==> config.mk <==
export PLATFORM = sky130hd
export DESIGN_NAME = adcss_top
export DESIGN_NICKNAME = d
export VERILOG_FILES = /design/src/verilog/adcss_pkg.sv /design/src/verilog/adcss_buf.sv /design/src/verilog/adcss_top.sv
export VERILOG_INCLUDE_DIRS = /design/src /design/src/verilog
export SDC_FILE = /design/constraint.sdc
export NUM_CORES = 1
export LEC_CHECK = 0
export ABC_AREA = 1
export BUFFER_PORTS_ARGS = -buffer_cell sky130_fd_sc_hd__buf_4
export CAP_MARGIN = 15
export CELL_PAD_IN_SITES_DETAIL_PLACEMENT = 1
export CELL_PAD_IN_SITES_GLOBAL_PLACEMENT = 2
export CORE_MARGIN = 1
export CORE_UTILIZATION = 39
export CTS_CLUSTER_DIAMETER = 80
export CTS_CLUSTER_SIZE = 30
export DETAILED_ROUTE_END_ITERATION = 8
export PLACE_DENSITY = 0.92
export SETUP_SLACK_MARGIN = 0.02
export SYNTH_ARGS = -nofsm -noshare
export SYNTH_HDL_FRONTEND = slang
export SYNTH_SLANG_ARGS = --single-unit
==> constraint.sdc <==
create_clock -name i_sys_clk -period 5.1 [get_ports i_sys_clk]
set_clock_uncertainty 0.1 [all_clocks]
set_input_delay 0.51 -clock i_sys_clk [delete_from_list [all_inputs] [get_ports i_sys_clk]]
set_output_delay 0.51 -clock i_sys_clk [all_outputs]
set_load 0.05 [all_outputs]
==> src/verilog/adcss_regs.svh <==
`ifndef ADCSS_REGS_SVH
`define ADCSS_REGS_SVH

// Register byte offsets
`define ADCSS_OFF_CFG_A 8'h00
`define ADCSS_OFF_CFG_B 8'h04
`define ADCSS_OFF_SE_CFG 8'h10
`define ADCSS_OFF_TIMING 8'h74
`define ADCSS_OFF_SEQ 8'h78
`define ADCSS_OFF_STAB 8'h84
`define ADCSS_OFF_INT_STAT 8'h8C
`define ADCSS_OFF_DATA 8'h90
`define ADCSS_OFF_DATA_LAST 8'hD4

// Channel count covered by the result words
`define ADCSS_N_CH 18

// converter_config_a
`define ADCSS_A_SINGLE 13
// converter_config_b
`define ADCSS_B_TRIG 0
`define ADCSS_B_HALT 1
`define ADCSS_B_DONE 2
// timing_control fields
`define ADCSS_T_SETTLE_LSB 0
`define ADCSS_T_OSR_LSB 8
`define ADCSS_T_FS_LSB 16
// stability_control fields
`define ADCSS_S_OVL 0
`define ADCSS_S_LIM_LSB 4
`define ADCSS_S_REC_LSB 12
// interrupt_status
`define ADCSS_I_DONE 31
// channel_result_word fields
`define ADCSS_D_ANY_ERR 14
`define ADCSS_D_STALE 15
`define ADCSS_D_CUBIC_OVR 23
`define ADCSS_D_QUART_OVR 24
`define ADCSS_D_OVL 25
`define ADCSS_D_TRIG_OVL 26

// Timing and code limits
`define ADCSS_SETTLE_MULT 16'd25
`define ADCSS_FS_MAX 11'h7FF
`define ADCSS_CODE_MAX 12'h7FF
`define ADCSS_CODE_MIN 12'h800

`endif

==> src/verilog/adcss_pkg.sv <==
`default_nettype none
package adcss_pkg;

	typedef logic [31:0] adcss_word_t;

	typedef enum logic [1:0] {
		ADCSS_IDLE = 2'b00,
		ADCSS_SETTLE = 2'b01,
		ADCSS_CONV = 2'b10,
		ADCSS_WAIT = 2'b11
	} adcss_state_e;

	typedef logic [7:0] adcss_osr_t;

	localparam adcss_osr_t ADCSS_OSR_CUBIC [7] = '{8'h3F, 8'h50, 8'h65, 8'h7F, 8'hA0, 8'hCA, 8'hFF};
	localparam adcss_osr_t ADCSS_OSR_QUART [9] = '{8'h3A, 8'h45, 8'h52, 8'h62, 8'h74, 8'h8A, 8'hA4,
		8'hC3, 8'hE8};

	function automatic logic adcss_osr_ok(input adcss_osr_t oversampling_ratio, input logic quartic);
		logic hit;
		hit = 1'b0;
		for (int i = 0; i < 7; i++) begin
			if (!quartic && oversampling_ratio == ADCSS_OSR_CUBIC[i]) hit = 1'b1;
		end
		for (int i = 0; i < 9; i++) begin
			if (quartic && oversampling_ratio == ADCSS_OSR_QUART[i]) hit = 1'b1;
		end
		return hit;
	endfunction : adcss_osr_ok

endpackage : adcss_pkg
`default_nettype wire

==> src/verilog/adcss_buf.sv <==
`timescale 1ns/1ps
`default_nettype none
module adcss_buf #(
	parameter int W = 19
) (
	input wire logic i_sys_clk,
	input wire logic i_srst,
	input wire logic i_valid,
	output logic o_ready,
	input wire logic [W-1:0] i_data,
	output logic o_valid,
	input wire logic i_ready,
	output logic [W-1:0] o_data
);
	logic [W-1:0] mem_q [2];
	logic wr_q;
	logic rd_q;
	logic [1:0] cnt_q;
	wire push = i_valid && o_ready;
	wire pop = o_valid && i_ready;

	assign o_ready = cnt_q != 2'h2;
	assign o_valid = cnt_q != 2'h0;
	assign o_data = mem_q[rd_q];

	always_ff @(posedge i_sys_clk) begin
		if (push) begin
			mem_q[wr_q] <= i_data;
		end
	end

	always_ff @(posedge i_sys_clk) begin
		if (i_srst) begin
			wr_q <= 1'b0;
			rd_q <= 1'b0;
			cnt_q <= 2'h0;
		end else begin
			if (push) wr_q <= ~wr_q;
			if (pop) rd_q <= ~rd_q;
			cnt_q <= cnt_q + {1'b0, push} - {1'b0, pop};
		end
	end
endmodule : adcss_buf
`default_nettype wire

==> src/verilog/adcss_top.sv <==
`timescale 1ns/1ps
`default_nettype none
`include "adcss_regs.svh"

// Notes on behaviour
// Per channel: settle count times 25 cycles plus oversampling ratio cycles.
// Bit 14 of each result word is the OR of all other error flags.
// Bit 15 marks a stale result: none since reset or since last read.
// Filter overrange flag (bit 23 cubic, 24 quartic) sets on out-of-scale density.
// Non-recommended oversampling ratio forces full-scale limit 0x7FF.
// Overload flag sets when bitstream repeats beyond limit; bit 25 mirrors it.
// Overload resets modulator for recovery cycles; filter data stays undisturbed.
// Mirrored overload bit clears only when software clears the source flag.
// Trigger during conversion sets overlap flag (bit 26) and restarts conversion.
// A fresh trigger starting a conversion clears the overlap flag.
// Result words sit at consecutive word offsets 0x90 through 0xD4.
// Trigger bit starts conversions in single-sweep and continuous mode.
// Software finishes a valid configuration before setting the trigger.
// Continuous mode keeps sweeping enabled channels until halted.
// Single-sweep mode does one sweep then waits for another trigger.
// Software polls highest channel done and combined done before reading.
// Continuous halt takes effect at the end of the current sweep.
// Software waits settling time before triggering after enable changes.
// Combined interrupt stays high until a result or status word is read.
// Combined done sets once the last channel's result is stored.
module adcss_top #(
	parameter int N_CH = `ADCSS_N_CH,
	parameter int CW = 5
) (
	input wire logic i_sys_clk,
	input wire logic i_srst,
	input wire logic i_reg_wr,
	input wire logic i_reg_rd,
	input wire logic [7:0] i_reg_addr,
	input wire adcss_pkg::adcss_word_t i_reg_wdata,
	output adcss_pkg::adcss_word_t o_reg_rdata,
	output logic o_reg_rvalid,
	input wire logic i_mod_bit,
	output logic o_mod_reset,
	output logic [CW-1:0] o_mux_sel,
	output logic o_busy,
	output logic o_conv_irq
);
	import adcss_pkg::*;

	localparam int BW = CW + 14;

	// Configuration
	logic single_q;
	logic halt_q;
	logic [7:0] settle_q;
	logic [7:0] osr_q;
	logic [10:0] fs_q;
	logic [N_CH-1:0] en_q;
	logic [N_CH-1:0] filt_q;
	logic [7:0] ovl_lim_q;
	logic [7:0] ovl_rec_q;
	// Status
	logic ovl_q;
	logic trig_ovl_q;
	logic done_q;
	logic irq_q;
	logic [N_CH-1:0] chdone_q;
	logic [11:0] val_q [N_CH];
	logic [N_CH-1:0] cub_q;
	logic [N_CH-1:0] qua_q;
	logic [N_CH-1:0] stale_q;
	// Sequencer
	adcss_state_e st_q;
	logic [15:0] cnt_q;
	logic [CW-1:0] ch_q;
	logic signed [15:0] acc_q;
	logic [BW-1:0] pend_q;
	// Overload detector
	logic prev_q;
	logic [7:0] run_q;
	logic [7:0] rec_q;

	wire wr_a = i_reg_wr && i_reg_addr == `ADCSS_OFF_CFG_A;
	wire wr_b = i_reg_wr && i_reg_addr == `ADCSS_OFF_CFG_B;
	wire wr_stab = i_reg_wr && i_reg_addr == `ADCSS_OFF_STAB;
	wire busy = st_q != ADCSS_IDLE;
	wire trig = wr_b && i_reg_wdata[`ADCSS_B_TRIG];
	wire rd_data = i_reg_rd && i_reg_addr >= `ADCSS_OFF_DATA &&
		i_reg_addr <= `ADCSS_OFF_DATA_LAST && i_reg_addr[1:0] == 2'h0;
	wire [7:0] rd_off = i_reg_addr - `ADCSS_OFF_DATA;
	wire [CW-1:0] rd_idx = rd_off[CW+1:2];

	function automatic logic [CW:0] next_ch(input logic [N_CH-1:0] en, input logic [CW:0] from);
		logic [CW:0] r;
		r = '0;
		for (int i = N_CH - 1; i >= 0; i--) begin
			if (en[i] && CW'(i) >= from[CW-1:0] && !from[CW]) r = {1'b1, CW'(i)};
		end
		return r;
	endfunction : next_ch

	// Configuration writes
	always_ff @(posedge i_sys_clk) begin
		if (i_srst) begin
			single_q <= 1'b0;
			settle_q <= '0;
			osr_q <= '0;
			fs_q <= '0;
			en_q <= '0;
			filt_q <= '0;
			ovl_lim_q <= '0;
			ovl_rec_q <= '0;
		end else if (i_reg_wr) begin
			case (i_reg_addr)
				`ADCSS_OFF_CFG_A: single_q <= i_reg_wdata[`ADCSS_A_SINGLE];
				`ADCSS_OFF_SE_CFG: filt_q <= i_reg_wdata[N_CH-1:0];
				`ADCSS_OFF_TIMING: begin
					settle_q <= i_reg_wdata[`ADCSS_T_SETTLE_LSB +: 8];
					osr_q <= i_reg_wdata[`ADCSS_T_OSR_LSB +: 8];
					fs_q <= i_reg_wdata[`ADCSS_T_FS_LSB +: 11];
				end
				`ADCSS_OFF_SEQ: en_q <= i_reg_wdata[N_CH-1:0];
				`ADCSS_OFF_STAB: begin
					ovl_lim_q <= i_reg_wdata[`ADCSS_S_LIM_LSB +: 8];
					ovl_rec_q <= i_reg_wdata[`ADCSS_S_REC_LSB +: 8];
				end
				default: ;
			endcase
		end
	end

	// Sequencer timing
	wire [CW:0] first = next_ch(en_q, '0);
	wire [CW:0] nxt = next_ch(en_q, {1'b0, ch_q} + 1'b1);
	wire [15:0] settle_cyc = 16'(16'(settle_q) * `ADCSS_SETTLE_MULT - 16'd1);
	wire [15:0] osr_cyc = (osr_q == 8'h00) ? 16'h0000 : 16'(osr_q) - 16'd1;
	wire adv_go = nxt[CW] || (!single_q && !halt_q && first[CW]);
	wire [CW-1:0] adv_ch = nxt[CW] ? nxt[CW-1:0] : first[CW-1:0];
	wire conv_end = st_q == ADCSS_CONV && cnt_q == 16'h0000;
	logic buf_rdy;
	wire push_v = conv_end || st_q == ADCSS_WAIT;
	wire push_fire = push_v && buf_rdy;
	wire sweep_end = push_fire && !nxt[CW];

	// Filter result with overrange against the active full-scale limit
	wire cur_quart = filt_q[ch_q];
	wire signed [15:0] fin = acc_q + (i_mod_bit ? 16'sd1 : -16'sd1);
	wire osr_ok = adcss_osr_ok(osr_q, cur_quart);
	wire [10:0] lim = osr_ok ? fs_q : `ADCSS_FS_MAX;
	wire signed [15:0] lim_s = signed'({5'h00, lim});
	wire ovr_hi = fin > lim_s;
	wire ovr_lo = fin < -lim_s - 16'sd1;
	wire [11:0] code = ovr_hi ? `ADCSS_CODE_MAX : (ovr_lo ? `ADCSS_CODE_MIN : fin[11:0]);
	wire [BW-1:0] res_new = {!nxt[CW], ovr_hi || ovr_lo, ch_q, code};
	wire [BW-1:0] push_d = conv_end ? res_new : pend_q;

	always_ff @(posedge i_sys_clk) begin
		if (i_srst) begin
			st_q <= ADCSS_IDLE;
			cnt_q <= '0;
			ch_q <= '0;
		end else if (trig && first[CW]) begin
			ch_q <= first[CW-1:0];
			st_q <= (settle_q == 8'h00) ? ADCSS_CONV : ADCSS_SETTLE;
			cnt_q <= (settle_q == 8'h00) ? osr_cyc : settle_cyc;
		end else begin
			case (st_q)
				ADCSS_SETTLE: begin
					if (cnt_q == 16'h0000) begin
						st_q <= ADCSS_CONV;
						cnt_q <= osr_cyc;
					end else begin
						cnt_q <= cnt_q - 16'd1;
					end
				end
				ADCSS_CONV, ADCSS_WAIT: begin
					if (st_q == ADCSS_CONV && cnt_q != 16'h0000) begin
						cnt_q <= cnt_q - 16'd1;
					end else if (!push_fire) begin
						st_q <= ADCSS_WAIT;
					end else if (adv_go) begin
						ch_q <= adv_ch;
						st_q <= (settle_q == 8'h00) ? ADCSS_CONV : ADCSS_SETTLE;
						cnt_q <= (settle_q == 8'h00) ? osr_cyc : settle_cyc;
					end else begin
						st_q <= ADCSS_IDLE;
					end
				end
				default: st_q <= ADCSS_IDLE;
			endcase
		end
	end

	// Accumulator only sees the bitstream, never the modulator reset
	always_ff @(posedge i_sys_clk) begin
		if (i_srst) begin
			acc_q <= '0;
			pend_q <= '0;
		end else begin
			acc_q <= (st_q == ADCSS_CONV && !conv_end && !trig) ? fin : 16'sh0000;
			if (conv_end) pend_q <= res_new;
		end
	end

	always_ff @(posedge i_sys_clk) begin
		if (i_srst) begin
			halt_q <= 1'b0;
			trig_ovl_q <= 1'b0;
		end else begin
			if (wr_b && i_reg_wdata[`ADCSS_B_HALT]) halt_q <= 1'b1;
			else if (trig || (sweep_end && !adv_go)) halt_q <= 1'b0;
			if (trig && busy) trig_ovl_q <= 1'b1;
			else if (trig) trig_ovl_q <= 1'b0;
		end
	end

	// Stall draining only while a result word is read, so status polling never starves storing
	logic drain_v;
	logic [BW-1:0] drain_d;
	wire drain_fire = drain_v && !rd_data;
	wire [CW-1:0] drain_ch = drain_d[12 +: CW];

	adcss_buf #(.W(BW)) u_buf (
		.i_sys_clk(i_sys_clk),
		.i_srst(i_srst),
		.i_valid(push_v),
		.o_ready(buf_rdy),
		.i_data(push_d),
		.o_valid(drain_v),
		.i_ready(!rd_data),
		.o_data(drain_d)
	);

	genvar g;
	generate
		for (g = 0; g < N_CH; g++) begin : g_ch
			wire st_hit = drain_fire && drain_ch == CW'(g);
			always_ff @(posedge i_sys_clk) begin
				if (i_srst) begin
					val_q[g] <= '0;
					cub_q[g] <= 1'b0;
					qua_q[g] <= 1'b0;
					stale_q[g] <= 1'b1;
					chdone_q[g] <= 1'b0;
				end else begin
					if (st_hit) begin
						val_q[g] <= drain_d[11:0];
						cub_q[g] <= drain_d[BW-2] && !filt_q[g];
						qua_q[g] <= drain_d[BW-2] && filt_q[g];
					end
					if (st_hit) stale_q[g] <= 1'b0;
					else if (rd_data && rd_idx == CW'(g)) stale_q[g] <= 1'b1;
					if (st_hit) chdone_q[g] <= 1'b1;
					else if (trig) chdone_q[g] <= 1'b0;
				end
			end
		end
	endgenerate

	wire last_store = drain_fire && drain_d[BW-1];
	wire irq_clr = rd_data || (i_reg_rd && i_reg_addr == `ADCSS_OFF_INT_STAT);

	always_ff @(posedge i_sys_clk) begin
		if (i_srst) begin
			done_q <= 1'b0;
			irq_q <= 1'b0;
		end else begin
			if (last_store) done_q <= 1'b1;
			else if (trig) done_q <= 1'b0;
			if (last_store) irq_q <= 1'b1;
			else if (irq_clr) irq_q <= 1'b0;
		end
	end

	// Overload: a run of identical bits more than one bit longer than the limit
	// A run that is already past a newly lowered limit must still count as overload
	wire ovl_evt = busy && rec_q == 8'h00 && i_mod_bit == prev_q && run_q >= ovl_lim_q;

	always_ff @(posedge i_sys_clk) begin
		if (i_srst) begin
			prev_q <= 1'b0;
			run_q <= '0;
			rec_q <= '0;
			ovl_q <= 1'b0;
		end else begin
			prev_q <= i_mod_bit;
			if (rec_q != 8'h00 || i_mod_bit != prev_q || ovl_evt) run_q <= '0;
			else if (run_q != 8'hFF) run_q <= run_q + 8'd1;
			if (ovl_evt) rec_q <= ovl_rec_q;
			else if (rec_q != 8'h00) rec_q <= rec_q - 8'd1;
			if (ovl_evt) ovl_q <= 1'b1;
			else if (wr_stab && i_reg_wdata[`ADCSS_S_OVL]) ovl_q <= 1'b0;
		end
	end

	// Read path
	adcss_word_t rd_w;
	always_comb begin
		rd_w = '0;
		case (i_reg_addr)
			`ADCSS_OFF_CFG_A: rd_w[`ADCSS_A_SINGLE] = single_q;
			`ADCSS_OFF_CFG_B: begin
				rd_w[`ADCSS_B_HALT] = halt_q;
				rd_w[`ADCSS_B_DONE] = done_q;
			end
			`ADCSS_OFF_SE_CFG: rd_w[N_CH-1:0] = filt_q;
			`ADCSS_OFF_TIMING: rd_w = {5'h00, fs_q, osr_q, settle_q};
			`ADCSS_OFF_SEQ: rd_w[N_CH-1:0] = en_q;
			`ADCSS_OFF_STAB: rd_w = {12'h000, ovl_rec_q, ovl_lim_q, 3'h0, ovl_q};
			`ADCSS_OFF_INT_STAT: begin
				rd_w[N_CH-1:0] = chdone_q;
				rd_w[`ADCSS_I_DONE] = done_q;
			end
			default: ;
		endcase
		if (rd_data) begin
			rd_w[11:0] = val_q[rd_idx];
			rd_w[`ADCSS_D_STALE] = stale_q[rd_idx];
			rd_w[`ADCSS_D_CUBIC_OVR] = cub_q[rd_idx];
			rd_w[`ADCSS_D_QUART_OVR] = qua_q[rd_idx];
			rd_w[`ADCSS_D_OVL] = ovl_q;
			rd_w[`ADCSS_D_TRIG_OVL] = trig_ovl_q;
			rd_w[`ADCSS_D_ANY_ERR] = rd_w[`ADCSS_D_STALE] | (|rd_w[26:23]);
		end
	end

	always_ff @(posedge i_sys_clk) begin
		if (i_srst) begin
			o_reg_rdata <= '0;
			o_reg_rvalid <= 1'b0;
		end else begin
			o_reg_rdata <= i_reg_rd ? rd_w : '0;
			o_reg_rvalid <= i_reg_rd;
		end
	end

	assign o_mod_reset = rec_q != 8'h00;
	assign o_mux_sel = ch_q;
	assign o_busy = busy;
	assign o_conv_irq = irq_q;

	// Checks
	logic rd_data_q;
	always_ff @(posedge i_sys_clk) rd_data_q <= !i_srst && rd_data;

	AST_ANY_ERR: assert property (@(posedge i_sys_clk) disable iff (i_srst)
		o_reg_rvalid && rd_data_q |-> o_reg_rdata[14] == (o_reg_rdata[15] | (|o_reg_rdata[26:23])))
		else $error("any-error bit mismatch");
	AST_OVL_MIRROR: assert property (@(posedge i_sys_clk) disable iff (i_srst)
		rd_data |=> o_reg_rdata[25] == $past(ovl_q))
		else $error("overload mirror mismatch");
	AST_OVL_STICKY: assert property (@(posedge i_sys_clk) disable iff (i_srst)
		ovl_q && !wr_stab |=> ovl_q)
		else $error("overload flag dropped without software clear");
	AST_RECOVERY: assert property (@(posedge i_sys_clk) disable iff (i_srst)
		ovl_evt && ovl_rec_q != 8'h00 |=> o_mod_reset && ovl_q)
		else $error("modulator not reset on overload");
	AST_TRIG_OVL: assert property (@(posedge i_sys_clk) disable iff (i_srst)
		trig && busy && first[CW] |=> trig_ovl_q && busy &&
		cnt_q == $past((settle_q == 8'h00) ? osr_cyc : settle_cyc))
		else $error("overlap trigger not flagged or not restarted");
	AST_TRIG_FRESH: assert property (@(posedge i_sys_clk) disable iff (i_srst)
		trig && !busy |=> !trig_ovl_q)
		else $error("fresh trigger did not clear overlap");
	AST_SINGLE_STOP: assert property (@(posedge i_sys_clk) disable iff (i_srst)
		sweep_end && single_q && !trig |=> st_q == ADCSS_IDLE)
		else $error("single sweep did not stop");
	AST_CONT_RUN: assert property (@(posedge i_sys_clk) disable iff (i_srst)
		sweep_end && !single_q && !halt_q && !trig |=> busy && ch_q == $past(first[CW-1:0]))
		else $error("continuous mode did not restart");
	AST_IRQ_HOLD: assert property (@(posedge i_sys_clk) disable iff (i_srst)
		o_conv_irq && !irq_clr |=> o_conv_irq)
		else $error("interrupt dropped early");
	AST_CONV_LEN: assert property (@(posedge i_sys_clk) disable iff (i_srst)
		st_q == ADCSS_SETTLE && cnt_q == 16'h0000 && !trig |=> st_q == ADCSS_CONV && cnt_q == osr_cyc)
		else $error("conversion length wrong");
	AST_FULLSCALE: assert property (@(posedge i_sys_clk) disable iff (i_srst)
		conv_end && !osr_ok |-> ovr_hi == (fin > 16'sh07FF) && ovr_lo == (fin < -16'sh0800))
		else $error("full-scale limit not forced");
	AST_DONE: assert property (@(posedge i_sys_clk) disable iff (i_srst)
		last_store |=> done_q && o_conv_irq)
		else $error("combined done not set");

	COV_SINGLE: cover property (@(posedge i_sys_clk) disable iff (i_srst) sweep_end && single_q);
	COV_CONT: cover property (@(posedge i_sys_clk) disable iff (i_srst) sweep_end && !single_q ##1 busy);
	COV_OVERLAP: cover property (@(posedge i_sys_clk) disable iff (i_srst) trig && busy);
	COV_STALL: cover property (@(posedge i_sys_clk) disable iff (i_srst) st_q == ADCSS_WAIT);
endmodule : adcss_top
`default_nettype wire
==> run summary <==
Outcome - completed
Clock sink count - 520
Core ar. - 0.0659 mm2
Fin. Hold Viols - 0
Number of detailed-route iterations in the first pass - 5
Crit path cell chain - inv_1 > o21ai_0 > nand3_1 > nand2_1 > a31oi_1 > o21ai_1 > nand2_1 > nand2_1 > o31ai_2 > buf_4 > nor2_1 > inv_1 > ha_1 > nor4_1 > o31ai_1 > nand3_1 > nand2_1 > a32o_1 > nand3_1 > o21ai_1 > and2_2 > nand2_1 > o21ai_0 > inv_1
Hold_ws - 62.8 ps
Share of cells above drive strength 1 - 8.56%
Crit Path Max Fanout - 15
HPWL reported at the end of detailed placement - 68200 um
Commonest cells after routing, fill and taps aside - nand2_1, nor2_1, inv_1
Fillers - 7737
Slowest CP cell - dfxtp_2
Relative slew slack - 21.0%
P&R area growth vs syn - 10.5%
Count of cell types in the netlist - 70
Vias/cell - 5.68
Inserted Clock Buffers - 31
Reg2Reg Depth - 24
Fraction of registers with async set/reset - 0%
CP Buf/Inv Count - 4
Syn Std Cell Area - 0.0260 mm2
Yosys top cell area share - 29.3%
HP Class - input pin to register
Gate power share - 25.1%
Post-Synthesis Cells - 3060
H-tree depth - 1
Setup CP Type - register to register
Largest stage delay on the critical path - 490 ps
Antenna viol nets, final - 0
Period Utilization, post-route - 87.8%
Number of flops mapped to enable cells by yosys - 254
Die X - 260 um
Placed cell count - 3910
Switching share of power - 35.2%
Final wirelength - 91800 um
Reg-to-reg critical path startpoint - o_mux_sel[0]
CP required - 5510 ps
Nets - 3234
DR iter-0 viols - 1865
Clock Tree Buf Depth - 3
Starting Density - 39.5%
P_leak - 11.5 nW
Most common cell after layout, fill and taps aside - nand2_1
Switching power - 0.00363 W
CTS tree - yes
Worst Max-Slew Pin Slew - 1160 ps
Power share of the clock group - 28.7%
Tot GR Track Use - 26.7%
VDD IR-drop max - 0.000402 V
Initial antenna violation count - 3
Hold EP - fs_q[8]
Die Ht - 260 um
Drt wl/cell - 23.1 um
Crit path DAT - 4880 ps
Avg Cell Area, Syn - 8.50 um2
Worst hold path startpoint - i_reg_wdata[24]
Full die area - 0.0678 mm2
Synth Register Bits - 520
Final design utilization - 43.6%
RSZ-0062 raised after global routing - no
# IOs - 86
Capturing point of the worst reg2reg path - u_buf.mem_q[0][6]
Drt drc - 0
Total number of vias - 22600
Cell family with most CP delay - simple AND/OR/NAND/NOR gates
Yosys Warn Count - 0
Seq pwr share - 46.2%
Finished Layout Cells - 3973
Max_cap viols - 0
Hold Path Depth - 3
Post-synth top area cell - edfxtp_1
Register area share after synthesis - 49.8%
Setup violations, final - 0
Reg2reg setup slack - 620 ps
Worst setup EP type - register
Most used DFF post-synth - dfxtp_1
Total power draw - 0.0103 W
Placer congestion estimate - 0.909
IO Port Bufs - 76
Maximum number of pins on one net before global-route repair - 89
Worst-skew pair later-pin latency - 650 ps
Int Power - 0.00668 W
Pwr dens - 359 mW/mm2
First-pass GRT wire length - 138000 um
Root Buffer - clkbuf_16
Ant. Diodes - 0
CP Launch Type - register
Number of cell rows - 94
Sum Neg Setup Slack - 0 ps
Cells taking the most area after synthesis - edfxtp_1, dfxtp_1, nand2_1, nor2_1, inv_1
Minimum clock period after layout - 4480 ps
Vias in the first global route - 22700
Reg clk slew, reported paths - 90 ps
Total congestion overflow - 0
FMAX - 0.223 GHz
Critical Path Most Common Cell - nand2_1
Slew Limit Fails - 0
## metrics by stage
stage	worst slack, ps	cell area [um2]
after CTS	160	28700
final	622	28700
after global placement	388	27500
after detailed placement	163	27500
after floorplan	649	26000
after global routing	87.8	28700
## flip-flops by register name, summed over array words and instances, names as in the netlist, 5 cells and up, named ones only
signal	cells
run_q	8
cub_q	18
o_reg_rdata	28
o_mux_sel	5
fs_q	11
chdone_q	18
rec_q	8
u_buf.mem_q	38
val_q	216
filt_q	18
en_q	18
settle_q	8
cnt_q	16
ovl_lim_q	8
acc_q	16
osr_q	8
pend_q	19
qua_q	18
stale_q	18
ovl_rec_q	8
## worst max-delay path by stage
stage                             from           endpoint  cells past startpoint
after CTS                 o_mux_sel[0]  u_buf.mem_q[0][6]                     25
after floorplan           o_mux_sel[0]  u_buf.mem_q[0][2]                     22
final                     o_mux_sel[0]  u_buf.mem_q[0][6]                     24
after detailed placement  o_mux_sel[0]  u_buf.mem_q[1][4]                     25
after global routing      o_mux_sel[0]  u_buf.mem_q[1][3]                     25
after global placement    o_mux_sel[0]  u_buf.mem_q[0][3]                     25
## final cells by class
class,instances,area [um2],share of cell area (%)
sequential,520,13000,45.1
multi-input combinational,2042,11200,38.9
inverter,356,1340,4.67
tap,864,1080,3.76
timing repair buffer,133,1040,3.63
clock buffer,36,795,2.76
clock inverter,22,337,1.17
## per-layer routing
layer,vias to the layer above,part of all wire (%),global-route usage (%),wire length [um]
li1,10500,-,-,-
met1,11300,43,36.1,39800
met2,701,47,43.9,42800
met3,135,6.5,3.49,5930
met4,4,3.6,9.39,3300
met5,-,0.019,0,17
## synth_stat cells, types with 38 or more instances
cell	count
nor2_1	424
nand3_1	173
a22oi_1	68
clkbuf_1	105
dfxtp_1	266
edfxtp_1	254
ha_1	99
nand2_1	457
a21oi_1	221
inv_1	339
o21ai_0	196
o22ai_1	38
## power by group through the flow
| stage | Combinational, W | Sequential [W] | Clock (W) |
|---|---|---|---|
| floorplan | 0.00172 | 0.00483 | 0 |
| global placement | 0.00244 | 0.00484 | 0 |
| detailed placement | 0.00252 | 0.00486 | 0 |
| CTS | 0.00254 | 0.00476 | 0.00300 |
| global route | 0.00285 | 0.00479 | 0.00313 |
| finish | 0.00259 | 0.00477 | 0.00296 |
## cells by family (layout without fill, tap and decap cells)
family / Yosys count / after routing / synth area share [%]
AOI/OAI and AO/OA: 711 / 711 / 16.6
xor gates and xnor gates: 39 / 39 / 1.31
adders and majority gates: 105 / 105 / 5.22
buffers and inverters: 501 / 547 / 7.52
DFF: 520 / 520 / 49.8
muxes: 16 / 16 / 0.615
other: 1 / 4 / 0.0144
and+or+nand+nor: 1167 / 1167 / 19.0
## worst reg2reg max path: stages (launching register included)
cell and delay, ps:
dfxtp_2 490, inv_1 200, o21ai_0 200, nand3_1 90
nand2_1 70, a31oi_1 40, o21ai_1 320, nand2_1 160
nand2_1 100, o31ai_2 70, buf_4 200, nor2_1 160
inv_1 60, ha_1 310, nor4_1 460, o31ai_1 160
nand3_1 100, nand2_1 50, a32o_1 240, nand3_1 100
o21ai_1 90, and2_2 280, nand2_1 100, o21ai_0 110
inv_1 120
## what timing repair did
action,CTS,global route
endpoints found under the setup margin,0,36
buffers inserted,0,0
resized for setup,0,4
hold endpoints to repair,0,0
hold buffers,0,0
No activity file was read; power rests on OpenSTA's default activity.
